$ cat src/adc_seq_pkg.sv
// Constants shared by the conversion sequencer design files.
package adc_seq_pkg;
    // Register word offsets on the plain register port.
    localparam logic [3:0] OFF_CTRL    = 4'h0;
    localparam logic [3:0] OFF_CHAN    = 4'h1;
    localparam logic [3:0] OFF_EN_TIME = 4'h2;
    localparam logic [3:0] OFF_SMP_TIME = 4'h3;
    localparam logic [3:0] OFF_STATUS  = 4'h4;
    localparam logic [3:0] OFF_IRQ_ST  = 4'h5;
    localparam logic [3:0] OFF_IRQ_MASK = 4'h6;
    localparam logic [3:0] OFF_RESULT  = 4'h7;
    localparam logic [3:0] OFF_AUTO_BASE = 4'h8;
    // Control register field positions.
    localparam int CTRL_EN_BIT   = 0;
    localparam int CTRL_CONT_BIT = 1;
    localparam int CTRL_MODE_LSB = 2;
    // Reset values.
    localparam logic [7:0] EN_TIME_RST  = 8'h10;
    localparam logic [7:0] SMP_TIME_RST = 8'h04;
    // Timing in clock cycles.
    localparam int CONVERT_CYCLES = 12;
    localparam int IRQ_WIDTH_CYCLES = 2;
    // Channel layout.
    localparam int AUTO_FIRST_CH = 0;
    localparam int AUTO_LAST_CH  = 11;
    localparam int RESULT_BITS   = 10;
    // Operating modes.
    typedef enum logic [1:0] {
        MODE_SINGLE  = 2'h0,
        MODE_ROUND   = 2'h1,
        MODE_ONETIME = 2'h2
    } mode_t;
endpackage : adc_seq_pkg

$ cat src/adc_phase_timer.sv
// Down counter that times one phase of the sequence and flags its last cycle.
`timescale 1ns/10ps
module adc_phase_timer #(
    parameter int WIDTH = 8
) (
    // Clock and reset
    input  wire logic             ref_clk_i,
    input  wire logic             sys_rst_i,
    // Control
    input  wire logic             load_i,
    input  wire logic [WIDTH-1:0] count_i,
    output logic                  done_o
);
    logic [WIDTH-1:0] cnt_q;

    // Load the phase length, then count down and hold at zero; done flags the count of one, the final cycle.
    always_ff @(posedge ref_clk_i or posedge sys_rst_i) begin
        if (sys_rst_i) begin
            cnt_q <= '0;
        end else if (load_i) begin
            cnt_q <= count_i;
        end else if (cnt_q != '0) begin
            cnt_q <= cnt_q - 1'b1;
        end
    end

    assign done_o = (cnt_q == {{(WIDTH-1){1'b0}}, 1'b1});
endmodule : adc_phase_timer

$ cat src/adc_result_bank.sv
// Per-channel result storage for the automatic readout modes.
`timescale 1ns/10ps
module adc_result_bank #(
    parameter int CHANNELS = 12,
    parameter int DW       = 10
) (
    // Clock and reset
    input  wire logic                        ref_clk_i,
    input  wire logic                        sys_rst_i,
    // Write side
    input  wire logic                        wr_i,
    input  wire logic [3:0]                  wr_idx_i,
    input  wire logic [DW-1:0]               wr_data_i,
    // Read side
    input  wire logic [3:0]                  rd_idx_i,
    output logic      [DW-1:0]               rd_data_o
);
    logic [DW-1:0] mem_q [CHANNELS];

    // Each entry is overwritten by the newest result for its channel.
    for (genvar g = 0; g < CHANNELS; g++) begin : g_ent
        always_ff @(posedge ref_clk_i or posedge sys_rst_i) begin
            if (sys_rst_i) begin
                mem_q[g] <= '0;
            end else if (wr_i && (wr_idx_i == 4'(g))) begin
                mem_q[g] <= wr_data_i;
            end
        end
    end

    // Reads are side-effect free and never stall the writer.
    assign rd_data_o = (rd_idx_i < 4'(CHANNELS)) ? mem_q[rd_idx_i] : '0;
endmodule : adc_result_bank

$ cat src/adc_conversion_sequencer.sv
// Sequencer that drives the SAR converter and presents results to the core.
`timescale 1ns/10ps
// How it works
// - Three modes: single channel, round-robin automatic, one-time automatic.
// - Single mode converts only the selected channel, then interrupts the core.
// - After enable rises, wait the programmed enable time before sampling.
// - Sampling lasts the programmed sample time before conversion starts.
// - Conversion lasts exactly twelve clock cycles until the result is ready.
// - At conversion end the result is readable and the pulse lasts two cycles.
// - Continuous single mode resamples the same channel after the pulse.
// - Round-robin converts channels zero to eleven, storing each per channel.
// - Result registers for channels zero to seven stay readable any time without disturbing the sequence.
// - Round-robin restarts continuously; new results overwrite old ones.
// - One-time mode stops after the last channel and interrupts once.
// - Every conversion result is ten bits wide.
// - The converter can take and convert just one sampled value.
module adc_conversion_sequencer #(
    parameter int CH_BITS = 5
) (
    // Clock and reset
    input  wire logic                 ref_clk_i,
    input  wire logic                 sys_rst_i,
    // Register port
    input  wire logic [3:0]           reg_addr_i,
    input  wire logic [15:0]          reg_wdata_i,
    input  wire logic                 reg_wr_i,
    input  wire logic                 reg_rd_i,
    output logic      [15:0]          reg_rdata_o,
    // Analog converter side
    output logic                      conv_sample_o,
    output logic                      conv_start_o,
    output logic      [CH_BITS-1:0]   conv_chan_o,
    input  wire logic [9:0]           conv_data_i,
    // Core side
    output logic                      completion_irq_o,
    output logic                      irq_o
);
    typedef enum logic [2:0] {
        ST_IDLE, ST_ENWAIT, ST_SAMPLE, ST_CONVERT, ST_IRQ, ST_DONE
    } state_t;

    // Software registers.
    logic                 en_q;
    logic                 cont_q;
    logic [1:0]           mode_q;
    logic [CH_BITS-1:0]   sel_chan_q;
    logic [7:0]           en_time_q;
    logic [7:0]           smp_time_q;
    logic [1:0]           irq_st_q;
    logic [1:0]           irq_mask_q;
    logic [9:0]           result_q;
    logic [15:0]          rdata_q;
    // Sequencer state.
    state_t               state_q;
    state_t               state_d;
    logic [CH_BITS-1:0]   chan_q;
    logic [CH_BITS-1:0]   chan_d;
    logic                 en_prev_q;
    logic                 sample_q;
    logic                 start_q;
    logic                 cirq_q;
    logic                 irq_q;

    // Register decode.
    wire wr_ctrl   = reg_wr_i && (reg_addr_i == adc_seq_pkg::OFF_CTRL);
    wire wr_chan   = reg_wr_i && (reg_addr_i == adc_seq_pkg::OFF_CHAN);
    wire wr_entime = reg_wr_i && (reg_addr_i == adc_seq_pkg::OFF_EN_TIME);
    wire wr_smp    = reg_wr_i && (reg_addr_i == adc_seq_pkg::OFF_SMP_TIME);
    wire wr_irqst  = reg_wr_i && (reg_addr_i == adc_seq_pkg::OFF_IRQ_ST);
    wire wr_mask   = reg_wr_i && (reg_addr_i == adc_seq_pkg::OFF_IRQ_MASK);
    wire auto_mode = (mode_q == adc_seq_pkg::MODE_ROUND) ||
                     (mode_q == adc_seq_pkg::MODE_ONETIME);
    wire rise_en   = en_q && !en_prev_q;

    // Phase timer.
    wire       t_load;
    wire [7:0] t_count;
    wire       t_done;
    wire       last_ch = (chan_q == CH_BITS'(adc_seq_pkg::AUTO_LAST_CH));
    wire       conv_end = (state_q == ST_CONVERT) && t_done && en_q;
    wire       irq_end  = (state_q == ST_IRQ) && t_done && en_q;
    wire [3:0] bank_rd_idx = reg_addr_i - adc_seq_pkg::OFF_AUTO_BASE;
    wire [9:0] bank_rd_data;

    assign t_load  = (state_d != state_q);
    assign t_count = (state_d == ST_ENWAIT) ? en_time_q :
                     (state_d == ST_SAMPLE) ? smp_time_q :
                     (state_d == ST_CONVERT) ? 8'(adc_seq_pkg::CONVERT_CYCLES) :
                     8'(adc_seq_pkg::IRQ_WIDTH_CYCLES);

    adc_phase_timer #(
        .WIDTH     (8)
    ) u_timer (
        .ref_clk_i (ref_clk_i),
        .sys_rst_i (sys_rst_i),
        .load_i    (t_load),
        .count_i   (t_count),
        .done_o    (t_done)
    );

    adc_result_bank #(
        .CHANNELS  (adc_seq_pkg::AUTO_LAST_CH + 1),
        .DW        (adc_seq_pkg::RESULT_BITS)
    ) u_bank (
        .ref_clk_i (ref_clk_i),
        .sys_rst_i (sys_rst_i),
        .wr_i      (conv_end && auto_mode),
        .wr_idx_i  (chan_q[3:0]),
        .wr_data_i (conv_data_i),
        .rd_idx_i  (bank_rd_idx),
        .rd_data_o (bank_rd_data)
    );

    // Next-state logic for the conversion sequence.
    always_comb begin
        state_d = state_q;
        chan_d  = chan_q;
        unique case (state_q)
            ST_IDLE: begin
                if (rise_en) begin
                    state_d = ST_ENWAIT;
                    chan_d  = auto_mode ? CH_BITS'(adc_seq_pkg::AUTO_FIRST_CH) : sel_chan_q;
                end
            end
            ST_ENWAIT: begin
                if (t_done || en_time_q <= 8'h01) begin
                    state_d = ST_SAMPLE;
                end
            end
            ST_SAMPLE: begin
                if (t_done || smp_time_q <= 8'h01) begin
                    state_d = ST_CONVERT;
                end
            end
            ST_CONVERT: begin
                if (t_done) begin
                    state_d = ST_IRQ;
                end
            end
            ST_IRQ: begin
                if (t_done) begin
                    if (auto_mode && !last_ch) begin
                        state_d = ST_SAMPLE;
                        chan_d  = chan_q + 1'b1;
                    end else if (mode_q == adc_seq_pkg::MODE_ROUND) begin
                        state_d = ST_SAMPLE;
                        chan_d  = CH_BITS'(adc_seq_pkg::AUTO_FIRST_CH);
                    end else if (!auto_mode && cont_q) begin
                        state_d = ST_SAMPLE;
                        chan_d  = sel_chan_q;
                    end else begin
                        state_d = ST_DONE;
                    end
                end
            end
            ST_DONE: begin
                state_d = ST_DONE;
            end
        endcase
        if (!en_q) begin
            state_d = ST_IDLE;
        end
    end

    // Sequencer registers.
    always_ff @(posedge ref_clk_i or posedge sys_rst_i) begin
        if (sys_rst_i) begin
            state_q   <= ST_IDLE;
            chan_q    <= '0;
            en_prev_q <= 1'b0;
        end else begin
            state_q   <= state_d;
            chan_q    <= chan_d;
            en_prev_q <= en_q;
        end
    end

    // Converter strobes and the two-cycle completion pulse, all registered.
    always_ff @(posedge ref_clk_i or posedge sys_rst_i) begin
        if (sys_rst_i) begin
            sample_q <= 1'b0;
            start_q  <= 1'b0;
            cirq_q   <= 1'b0;
        end else begin
            sample_q <= (state_d == ST_SAMPLE);
            start_q  <= (state_d == ST_CONVERT);
            // Single mode pulses every conversion; one-time pulses only at the end.
            cirq_q   <= (state_d == ST_IRQ) && en_q &&
                        (!auto_mode || (mode_q == adc_seq_pkg::MODE_ONETIME && last_ch));
        end
    end

    // Latest result register, updated at each conversion end.
    always_ff @(posedge ref_clk_i or posedge sys_rst_i) begin
        if (sys_rst_i) begin
            result_q <= '0;
        end else if (conv_end) begin
            result_q <= conv_data_i;
        end
    end

    // Control registers written by software.
    always_ff @(posedge ref_clk_i or posedge sys_rst_i) begin
        if (sys_rst_i) begin
            en_q       <= 1'b0;
            cont_q     <= 1'b0;
            mode_q     <= adc_seq_pkg::MODE_SINGLE;
            sel_chan_q <= '0;
            en_time_q  <= adc_seq_pkg::EN_TIME_RST;
            smp_time_q <= adc_seq_pkg::SMP_TIME_RST;
            irq_mask_q <= '0;
        end else begin
            if (wr_ctrl) begin
                en_q   <= reg_wdata_i[adc_seq_pkg::CTRL_EN_BIT];
                cont_q <= reg_wdata_i[adc_seq_pkg::CTRL_CONT_BIT];
                mode_q <= reg_wdata_i[adc_seq_pkg::CTRL_MODE_LSB +: 2];
            end
            if (wr_chan) begin
                sel_chan_q <= reg_wdata_i[CH_BITS-1:0];
            end
            if (wr_entime) begin
                en_time_q <= reg_wdata_i[7:0];
            end
            if (wr_smp) begin
                smp_time_q <= reg_wdata_i[7:0];
            end
            if (wr_mask) begin
                irq_mask_q <= reg_wdata_i[1:0];
            end
        end
    end

    // Sticky status: bit0 single-mode conversion done, bit1 one-time pass done; set wins over clear.
    wire [1:0] irq_set = {irq_end && mode_q == adc_seq_pkg::MODE_ONETIME && last_ch,
                          conv_end && !auto_mode};
    always_ff @(posedge ref_clk_i or posedge sys_rst_i) begin
        if (sys_rst_i) begin
            irq_st_q <= '0;
            irq_q    <= 1'b0;
        end else begin
            irq_st_q <= (irq_st_q & ~(wr_irqst ? reg_wdata_i[1:0] : 2'h0)) | irq_set;
            irq_q    <= |(((irq_st_q & ~(wr_irqst ? reg_wdata_i[1:0] : 2'h0)) | irq_set)
                          & irq_mask_q);
        end
    end

    // Read mux; data stand one cycle after the read strobe.
    wire [15:0] rd_mux =
        (reg_addr_i == adc_seq_pkg::OFF_CTRL)     ? {12'h000, mode_q, cont_q, en_q} :
        (reg_addr_i == adc_seq_pkg::OFF_CHAN)     ? 16'(sel_chan_q) :
        (reg_addr_i == adc_seq_pkg::OFF_EN_TIME)  ? {8'h00, en_time_q} :
        (reg_addr_i == adc_seq_pkg::OFF_SMP_TIME) ? {8'h00, smp_time_q} :
        (reg_addr_i == adc_seq_pkg::OFF_STATUS)   ? {8'h00, 3'(chan_q), 2'h0, 3'(state_q)} :
        (reg_addr_i == adc_seq_pkg::OFF_IRQ_ST)   ? {14'h0000, irq_st_q} :
        (reg_addr_i == adc_seq_pkg::OFF_IRQ_MASK) ? {14'h0000, irq_mask_q} :
        (reg_addr_i == adc_seq_pkg::OFF_RESULT)   ? {6'h00, result_q} :
        {6'h00, bank_rd_data};
    always_ff @(posedge ref_clk_i or posedge sys_rst_i) begin
        if (sys_rst_i) begin
            rdata_q <= '0;
        end else begin
            rdata_q <= reg_rd_i ? rd_mux : 16'h0000;
        end
    end

    assign reg_rdata_o      = rdata_q;
    assign conv_sample_o    = sample_q;
    assign conv_start_o     = start_q;
    assign conv_chan_o      = chan_q;
    assign completion_irq_o = cirq_q;
    assign irq_o            = irq_q;

    // Helper count of consecutive conversion cycles; a counter keeps the length check cheap.
    logic [3:0] conv_cnt_q;
    always_ff @(posedge ref_clk_i or posedge sys_rst_i) begin
        if (sys_rst_i) begin
            conv_cnt_q <= 4'h0;
        end else if (conv_start_o) begin
            conv_cnt_q <= conv_cnt_q + 4'h1;
        end else begin
            conv_cnt_q <= 4'h0;
        end
    end
endmodule : adc_conversion_sequencer

$ cat config.mk
export PLATFORM = sky130hd
export DESIGN_NAME = adc_conversion_sequencer
export DESIGN_NICKNAME = d
export VERILOG_FILES = /design/src/adc_seq_pkg.sv /design/src/adc_phase_timer.sv /design/src/adc_result_bank.sv /design/src/adc_conversion_sequencer.sv
export SDC_FILE = /design/constraint.sdc
export NUM_CORES = 1
export LEC_CHECK = 0
export BUFFER_PORTS_ARGS = -buffer_cell sky130_fd_sc_hd__buf_2
export CORE_MARGIN = 2
export CORE_UTILIZATION = 60
export DETAILED_ROUTE_END_ITERATION = 8
export PLACE_DENSITY = 0.79
export SLEW_MARGIN = 20
export SYNTH_ARGS = -nofsm -noshare
export SYNTH_HDL_FRONTEND = slang
export SYNTH_SLANG_ARGS = --single-unit
export TNS_END_PERCENT = 20
$ cat constraint.sdc
create_clock -name ref_clk_i -period 16.6 [get_ports ref_clk_i]
set_clock_uncertainty 0.1 [all_clocks]
set_input_delay 1.66 -clock ref_clk_i [delete_from_list [all_inputs] [get_ports ref_clk_i]]
set_output_delay 1.66 -clock ref_clk_i [all_outputs]
set_load 0.01 [all_outputs]
; Word level (Yosys, flattened, before mapping)
; Index checks and enable logic that the tools add are counted.
[word_totals]
latch_bits = 0
inputBits = 34
mem_count = 0
romBits = 0
reg_bits = 190
word_cells = 160
output_inout_bits = 25
ramBits = 0
[classes]
bitwise_logic = 5
n_eq_ne = 35
addsub = 3
shifts = 0
order_cmp = 4
muxes = 36
div = 0
n_mul = 0
reduce_logical = 47
[op_table]
columns = cell, n
row1 = two-way mux 10 bit, 12
row2 = binary-select mux 10 bit (select 4 bit), 1
row3 = "== test 4 x 3 -> 1 bit, second input constant", 8
row4 = logical AND 1 bit, 32
row5 = two-way mux 8 bit, 4
row6 = two-way mux 5 bit, 6
row7 = two-way mux 3 bit, 9
row8 = one-hot mux 3 bit (6 select lines), 1
row9 = "== test 4 x 2 -> 1 bit, second input constant", 4
row10 = "== test 4 bit, second input constant", 4
row11 = "<= comparator 8 x 1 -> 1 bit, second input constant", 2
row12 = "== test 3 x 2 -> 1 bit, second input constant", 4
row13 = one-hot mux 5 bit (2 select lines), 1
row14 = "== test 3 bit, second input constant", 3
row15 = "== test 4 x 1 -> 1 bit, second input constant", 2
row16 = "== test 8 x 1 -> 1 bit, second input constant", 1
row17 = zero test 4 bit, 2
row18 = nonzero test 8 bit, 1
row19 = "subtractor 8 x 1 -> 8 bit, second input constant", 1
row20 = "== test 3 x 1 -> 1 bit, second input constant", 2
row21 = "adder 5 x 1 -> 5 bit, second input constant", 1
row22 = "== test 5 x 4 -> 1 bit, second input constant", 1
row23 = "greater-or-equal comparator 5 bit, second input constant", 1
row24 = NOT 4 -> 5 bit, 1
row25 = 18 further kinds, 26

; Longest topological paths before layout
[logic_depth]
word_depth = 15
ltp_mapped = 12
ltp_nobuf = 9

; By module
; From an unflattened synthesis, not the netlist that was laid out.
[hier_totals]
cells_unflattened = 742
area_unflattened_um2 = 9396.5
[modules_own_cells]
columns = module, cells_per_inst, area_per_inst_um2, seq_area_each_um2, n_inst
row1 = adc_result_bank, 346, 5487.8, 3002.9, 1
row2 = adc_conversion_sequencer, 344, 3419.5, 1554.0, 1
row3 = adc_phase_timer, 52, 489.2, 200.2, 1

; Worst setup path before layout
; Ideal clock, no wire load.
[synth_path]
path_kind = input -> register
from = in reg_addr_i[1]
to = reg en_time_q[0]
required_ns = 16.375
path_buffers = 4
arrival_ns = 3.479
cell_stages = 7
path_slack_ns = 12.896
setup_time_ns = 0.125
cell_sequence = buf_2 > buf_2 > buf_2 > clkbuf_1 > nand3b_1 > nor2_1 > mux2_2
[synth_via]
elab_chain_len = 2
[synth_rtl]
columns = item, line_no
row1 = "start, declared", adc_conversion_sequencer.sv:24  ; input wire logic [3:0] reg_addr_i,
row2 = == test 4 x 2 -> 1 bit, adc_conversion_sequencer.sv:67  ; wire wr_entime = reg_wr_i && (reg_addr_i == adc_seq_pkg::OFF_EN_TIME);
row3 = logical AND 1 bit, adc_conversion_sequencer.sv:67
row4 = "end signal, assigned", adc_conversion_sequencer.sv:209  ; en_time_q <= adc_seq_pkg::EN_TIME_RST;
row5 = "end signal, assigned", adc_conversion_sequencer.sv:222  ; en_time_q <= reg_wdata_i[7:0];
row6 = "end, declared", adc_conversion_sequencer.sv:47  ; logic [7:0] en_time_q;
; No other way between the ends.
; A chain may end at the register's enable or synchronous reset.

; Worst setup path in the final report
[layout_path]
from = in reg_addr_i[2]
to = reg rdata_q[1], in the netlist reg_rdata_o[1]
[layout_via]
elab_chain_len = 15
word_cells_on_any_way = 24
cone_classes = add/sub: 1 / order compare: 1 / eq/ne: 7 / mux: 13 / bitwise: 1 / reduce/logical: 1
[layout_rtl]
columns = item, line_no
row1 = subtractor 4 bit, adc_conversion_sequencer.sv:82  ; wire [3:0] bank_rd_idx = reg_addr_i - adc_seq_pkg::OFF_AUTO_BASE;
row2 = NOT 4 -> 5 bit (implied by the code), adc_result_bank.sv:32  ; assign rd_data_o = (rd_idx_i < 4'(CHANNELS)) ? mem_q[rd_idx_i] : '0;
row3 = binary-select mux 10 bit (select 4 bit), adc_result_bank.sv:32
row4 = two-way mux 10 bit (implied by the code) (2 in a row), adc_result_bank.sv:32
row5 = two-way mux 10 bit, adc_result_bank.sv:32
row6 = two-way mux 10 bit, adc_conversion_sequencer.sv:256  ; (reg_addr_i == adc_seq_pkg::OFF_RESULT) ? {6'h00, result_q} :
row7 = two-way mux 10 bit, adc_conversion_sequencer.sv:255  ; (reg_addr_i == adc_seq_pkg::OFF_IRQ_MASK) ? {14'h0000, irq_mask_q} :
row8 = two-way mux 10 bit, adc_conversion_sequencer.sv:254  ; (reg_addr_i == adc_seq_pkg::OFF_IRQ_ST) ? {14'h0000, irq_st_q} :
row9 = two-way mux 10 bit, adc_conversion_sequencer.sv:253  ; (reg_addr_i == adc_seq_pkg::OFF_STATUS) ? {8'h00, 3'(chan_q), 2'h0, 3'(state_q)} :
row10 = two-way mux 10 bit, adc_conversion_sequencer.sv:252  ; (reg_addr_i == adc_seq_pkg::OFF_SMP_TIME) ? {8'h00, smp_time_q} :
row11 = two-way mux 10 bit, adc_conversion_sequencer.sv:251  ; (reg_addr_i == adc_seq_pkg::OFF_EN_TIME) ? {8'h00, en_time_q} :
row12 = two-way mux 10 bit, adc_conversion_sequencer.sv:250  ; (reg_addr_i == adc_seq_pkg::OFF_CHAN) ? 16'(sel_chan_q) :
row13 = two-way mux 10 bit *, adc_conversion_sequencer.sv:249  ; (reg_addr_i == adc_seq_pkg::OFF_CTRL) ? {12'h000, mode_q, cont_q, en_q} :
row14 = two-way mux 10 bit *, adc_conversion_sequencer.sv:262  ; rdata_q <= reg_rd_i ? rd_mux : 16'h0000;
row15 = "end signal, assigned", adc_conversion_sequencer.sv:262
row16 = "end, declared", adc_conversion_sequencer.sv:52  ; logic [15:0] rdata_q;
; Every way passes the cells marked *; elsewhere a longest branch is shown, timed or not. The select of a mux whose other input is x is not followed.

==> impl_metrics.ini <==
[outcome]
status = complete, no violations

[die]
rows = 44
die_area_um2 = 15810
start_util_pct = 61.18
io_pins = 59
die_w_um = 125.7
core-area_um2 = 14530
die_y_um = 125.7

[job]
maxCapViolCount = 0

[cts]
postCtsSetupBuffers = 0
clk_pin_slew_ps = 70
numCtsBuffers = 17
clock_path_buffers = 2
clock-root-buffer = clkbuf_16
cts_sinks = 179
post_cts_resized = 0
cts_hold_buf = 0
htree_levels = 4
clkLatencyLatePin_ps = 440
cts_tree = done

[grt]
grt_max_degree = 125
grt_pass1_vias = 6271
antenna_found_initial = 0
track_usage_pct = 26.85
grt_pass1_wl_um = 32840
grt_remaining_overflow = 0

[setup_path]
endpoint_kind = flip-flop
ff2ff_setup_slack_ps = 13630
path_max_fanout = 30
crit_type = in -> reg
crit_arrival_ps = 3960
cp_data_required_time_ps = 16840
startpoint_type = input port

[synth]
synthDistinctLibCells = 64
synth_edf_count = 0
ys_ff_latch = 179
netlist_area_um2 = 8892
synth_largest_area_cell = dfrtp_1
ys_seq_area_share_pct = 50.40
syn_avg_cell_area_um2 = 12.37
synth.yosys.warnings = 0
synth_top_area_share_pct = 49.81
synth_flop_cell = dfrtp_1
async_flop_share_pct = 100.0
synth.most_common_cell = dfrtp_1
netlist_instances = 719
yosys-top-cells-count = dfrtp_1 (177), mux2_2 (143), nand2_1 (48)
yosys-top-cells-area = dfrtp_1 (50%), mux2_2 (18%), mux4_2 (5.8%)

[power_and_ir_drop]
total_power_mw = 1.253
power_density_nw_per_um2 = 127.5
power.share.clock_pct = 33.7
netSwitchingPower_uw = 393.9
p_sw_share_pct = 31.44
max-vdd-ir-drop_mv = 0.07225
p_comb_share_pct = 22.8
p_int_uw = 859.1
seqPwrFrac_pct = 43.5
leakage_nw = 4.248

[drt]
drtIter0Drc = 451
vias = 5975
drc = 0
vias_per_cell = 6.329
wl_per_cell_um = 21.35
drtAntennaViolNets = 0
firstDrtPassIters = 7
wl_um = 20160

[finish]
drive_gt1_share_pct = 35.53
num_antenna_cells = 0
nets = 789
syn_to_final_growth_pct = 10.55

[sta]
rsz0062_at_grt = no
finalMaxSlewViolations = 0
holdWs_ps = 395.6
hold_viol_final = 0
maxSlewHeadroom_pct = 44.50
worst-slew-pin-transition_ps = 832.4
layout_min_cycle_time_ps = 3723
setup_tns_ps = 0
setup_viol = 0
finalCritPeriodShare_pct = 22.43
max_freq_mhz = 268.6

[hold_path]
hp-class = reg -> reg

[place]
dp_hpwl_um = 13390
gp_congestion = 0.8660
io_buffers = 44
## final timing paths
| path | start | to | cells after the start |
|---|---|---|---|
| worst max-delay path | reg_addr_i[2] | reg_rdata_o[1]$_DFF_PP0_ | 8 |
| max in group asynchronous | sys_rst_i | en_time_q[3]$_DFFE_PP0P_ | 3 |
| worst min-delay path | u_bank.mem_q[59]$_DFFE_PP0P_ | u_bank.mem_q[59]$_DFFE_PP0P_ | 1 |
| worst max register to register | u_timer.cnt_q[4]$_DFFE_PP0P_ | u_bank.mem_q[90]$_DFFE_PP0P_ | 7 |
| min in group asynchronous | sys_rst_i | completion_irq_o$_DFF_PP0_ | 2 |
| worst min register to register | u_bank.mem_q[59]$_DFFE_PP0P_ | u_bank.mem_q[59]$_DFFE_PP0P_ | 1 |
## layout make-up
cell class / instances / area (um^2)
fillers: 1064 / 4703
flip-flops and latches: 179 / 4482
multi-input cells: 484 / 4169
clock buffers: 20 / 456.7
repair buffers: 48 / 250.2
well taps: 184 / 230.2
clock inverters: 12 / 171.4
inverters: 17 / 71.32
## cells in the final DEF (no fill, tap or decap), drive strengths merged, types with 3 or more instances in the layout
| cell | synthesis | routed |
|---|---|---|
| dfrtp | 177 | 177 |
| mux2 | 149 | 149 |
| nand2 | 60 | 60 |
| buf | 17 | 48 |
| o21ai | 35 | 35 |
| nor2 | 24 | 24 |
| mux4 | 23 | 23 |
| a21oi | 21 | 21 |
| clkbuf | 27 | 20 |
| inv | 16 | 20 |
| mux2i | 18 | 18 |
| nand3 | 17 | 17 |
| nor3 | 16 | 16 |
| a31oi | 13 | 13 |
| nor2b | 10 | 10 |
| a22oi | 8 | 8 |
| ha | 8 | 8 |
| and3 | 7 | 7 |
| conb | 1 | 6 |
| or3 | 5 | 5 |
| nand4 | 4 | 4 |
| nor4 | 4 | 4 |
| o211ai | 4 | 4 |
| o31ai | 4 | 4 |
| clkinv | 1 | 4 |
| nor3b | 4 | 4 |
| xor2 | 3 | 3 |
| a2bb2oi | 3 | 3 |
| a221oi | 3 | 3 |
| and2 | 3 | 3 |
| o22ai | 3 | 3 |
| bufinv | 0 | 3 |
## cell families after synthesis
kind of cell | after synthesis | share of synthesized area (%)
muxes | 190 | 26.72
and+or+nand+nor | 162 | 9.638
buffers and inverters | 61 | 2.983
xor gates and xnor gates | 5 | 0.4926
DFF | 179 | 50.40
adders and majority gates | 8 | 1.126
AOI/OAI and AO/OA | 113 | 8.598
other | 1 | 0.04217
## routing by layer
layer	GRT usage (%)	up-vias	share of wire, %
met2	44.36	213	50
met3	5.947	52	5.9
met4	12.80	0	3.6
met5	0	-	0
li1	-	2691	-
met1	34.00	3019	41
## sequential cells by signal, summed over array words and instances (netlist names), 2 cells and up
signal	flops
u_bank.mem_q	109
reg_rdata_o	10
result_q	10
en_time_q	8
smp_time_q	8
u_timer.cnt_q	8
conv_chan_o	5
sel_chan_q	5
state_q	3
irq_mask_q	2
irq_st_q	2
mode_q	2
## per-stage QoR
step	worst slack (ps)	utilization [%]	cell area [um^2]	instances
after global placement	12550	63.30	9200	912
final	12880	67.64	9831	944
after global routing	12800	67.64	9831	944
after CTS	12940	67.62	9828	944
after detailed placement	12520	63.30	9200	912
after floorplan	9985	-	8911	724
## power groups by stage
| stage | logic, mW | registers, mW | clock network (mW) |
|---|---|---|---|
| 2_1_floorplan | 0.227 | 0.531 | 0 |
| 3_3_place_gp | 0.271 | 0.546 | 0 |
| 3_5_place_dp | 0.282 | 0.551 | 0 |
| 4_1_cts | 0.287 | 0.543 | 0.427 |
| 5_1_grt | 0.317 | 0.551 | 0.444 |
| 6_report | 0.286 | 0.545 | 0.422 |
## critical path: stages
cell and delay [ps]:
buf_2 280, inv_1 470, nand2_1 300, nor2_1 480
a221oi_1 200, a31oi_1 220, o22ai_1 100, a21oi_1 230
Note: power is estimated with default switching activity, not from simulation.
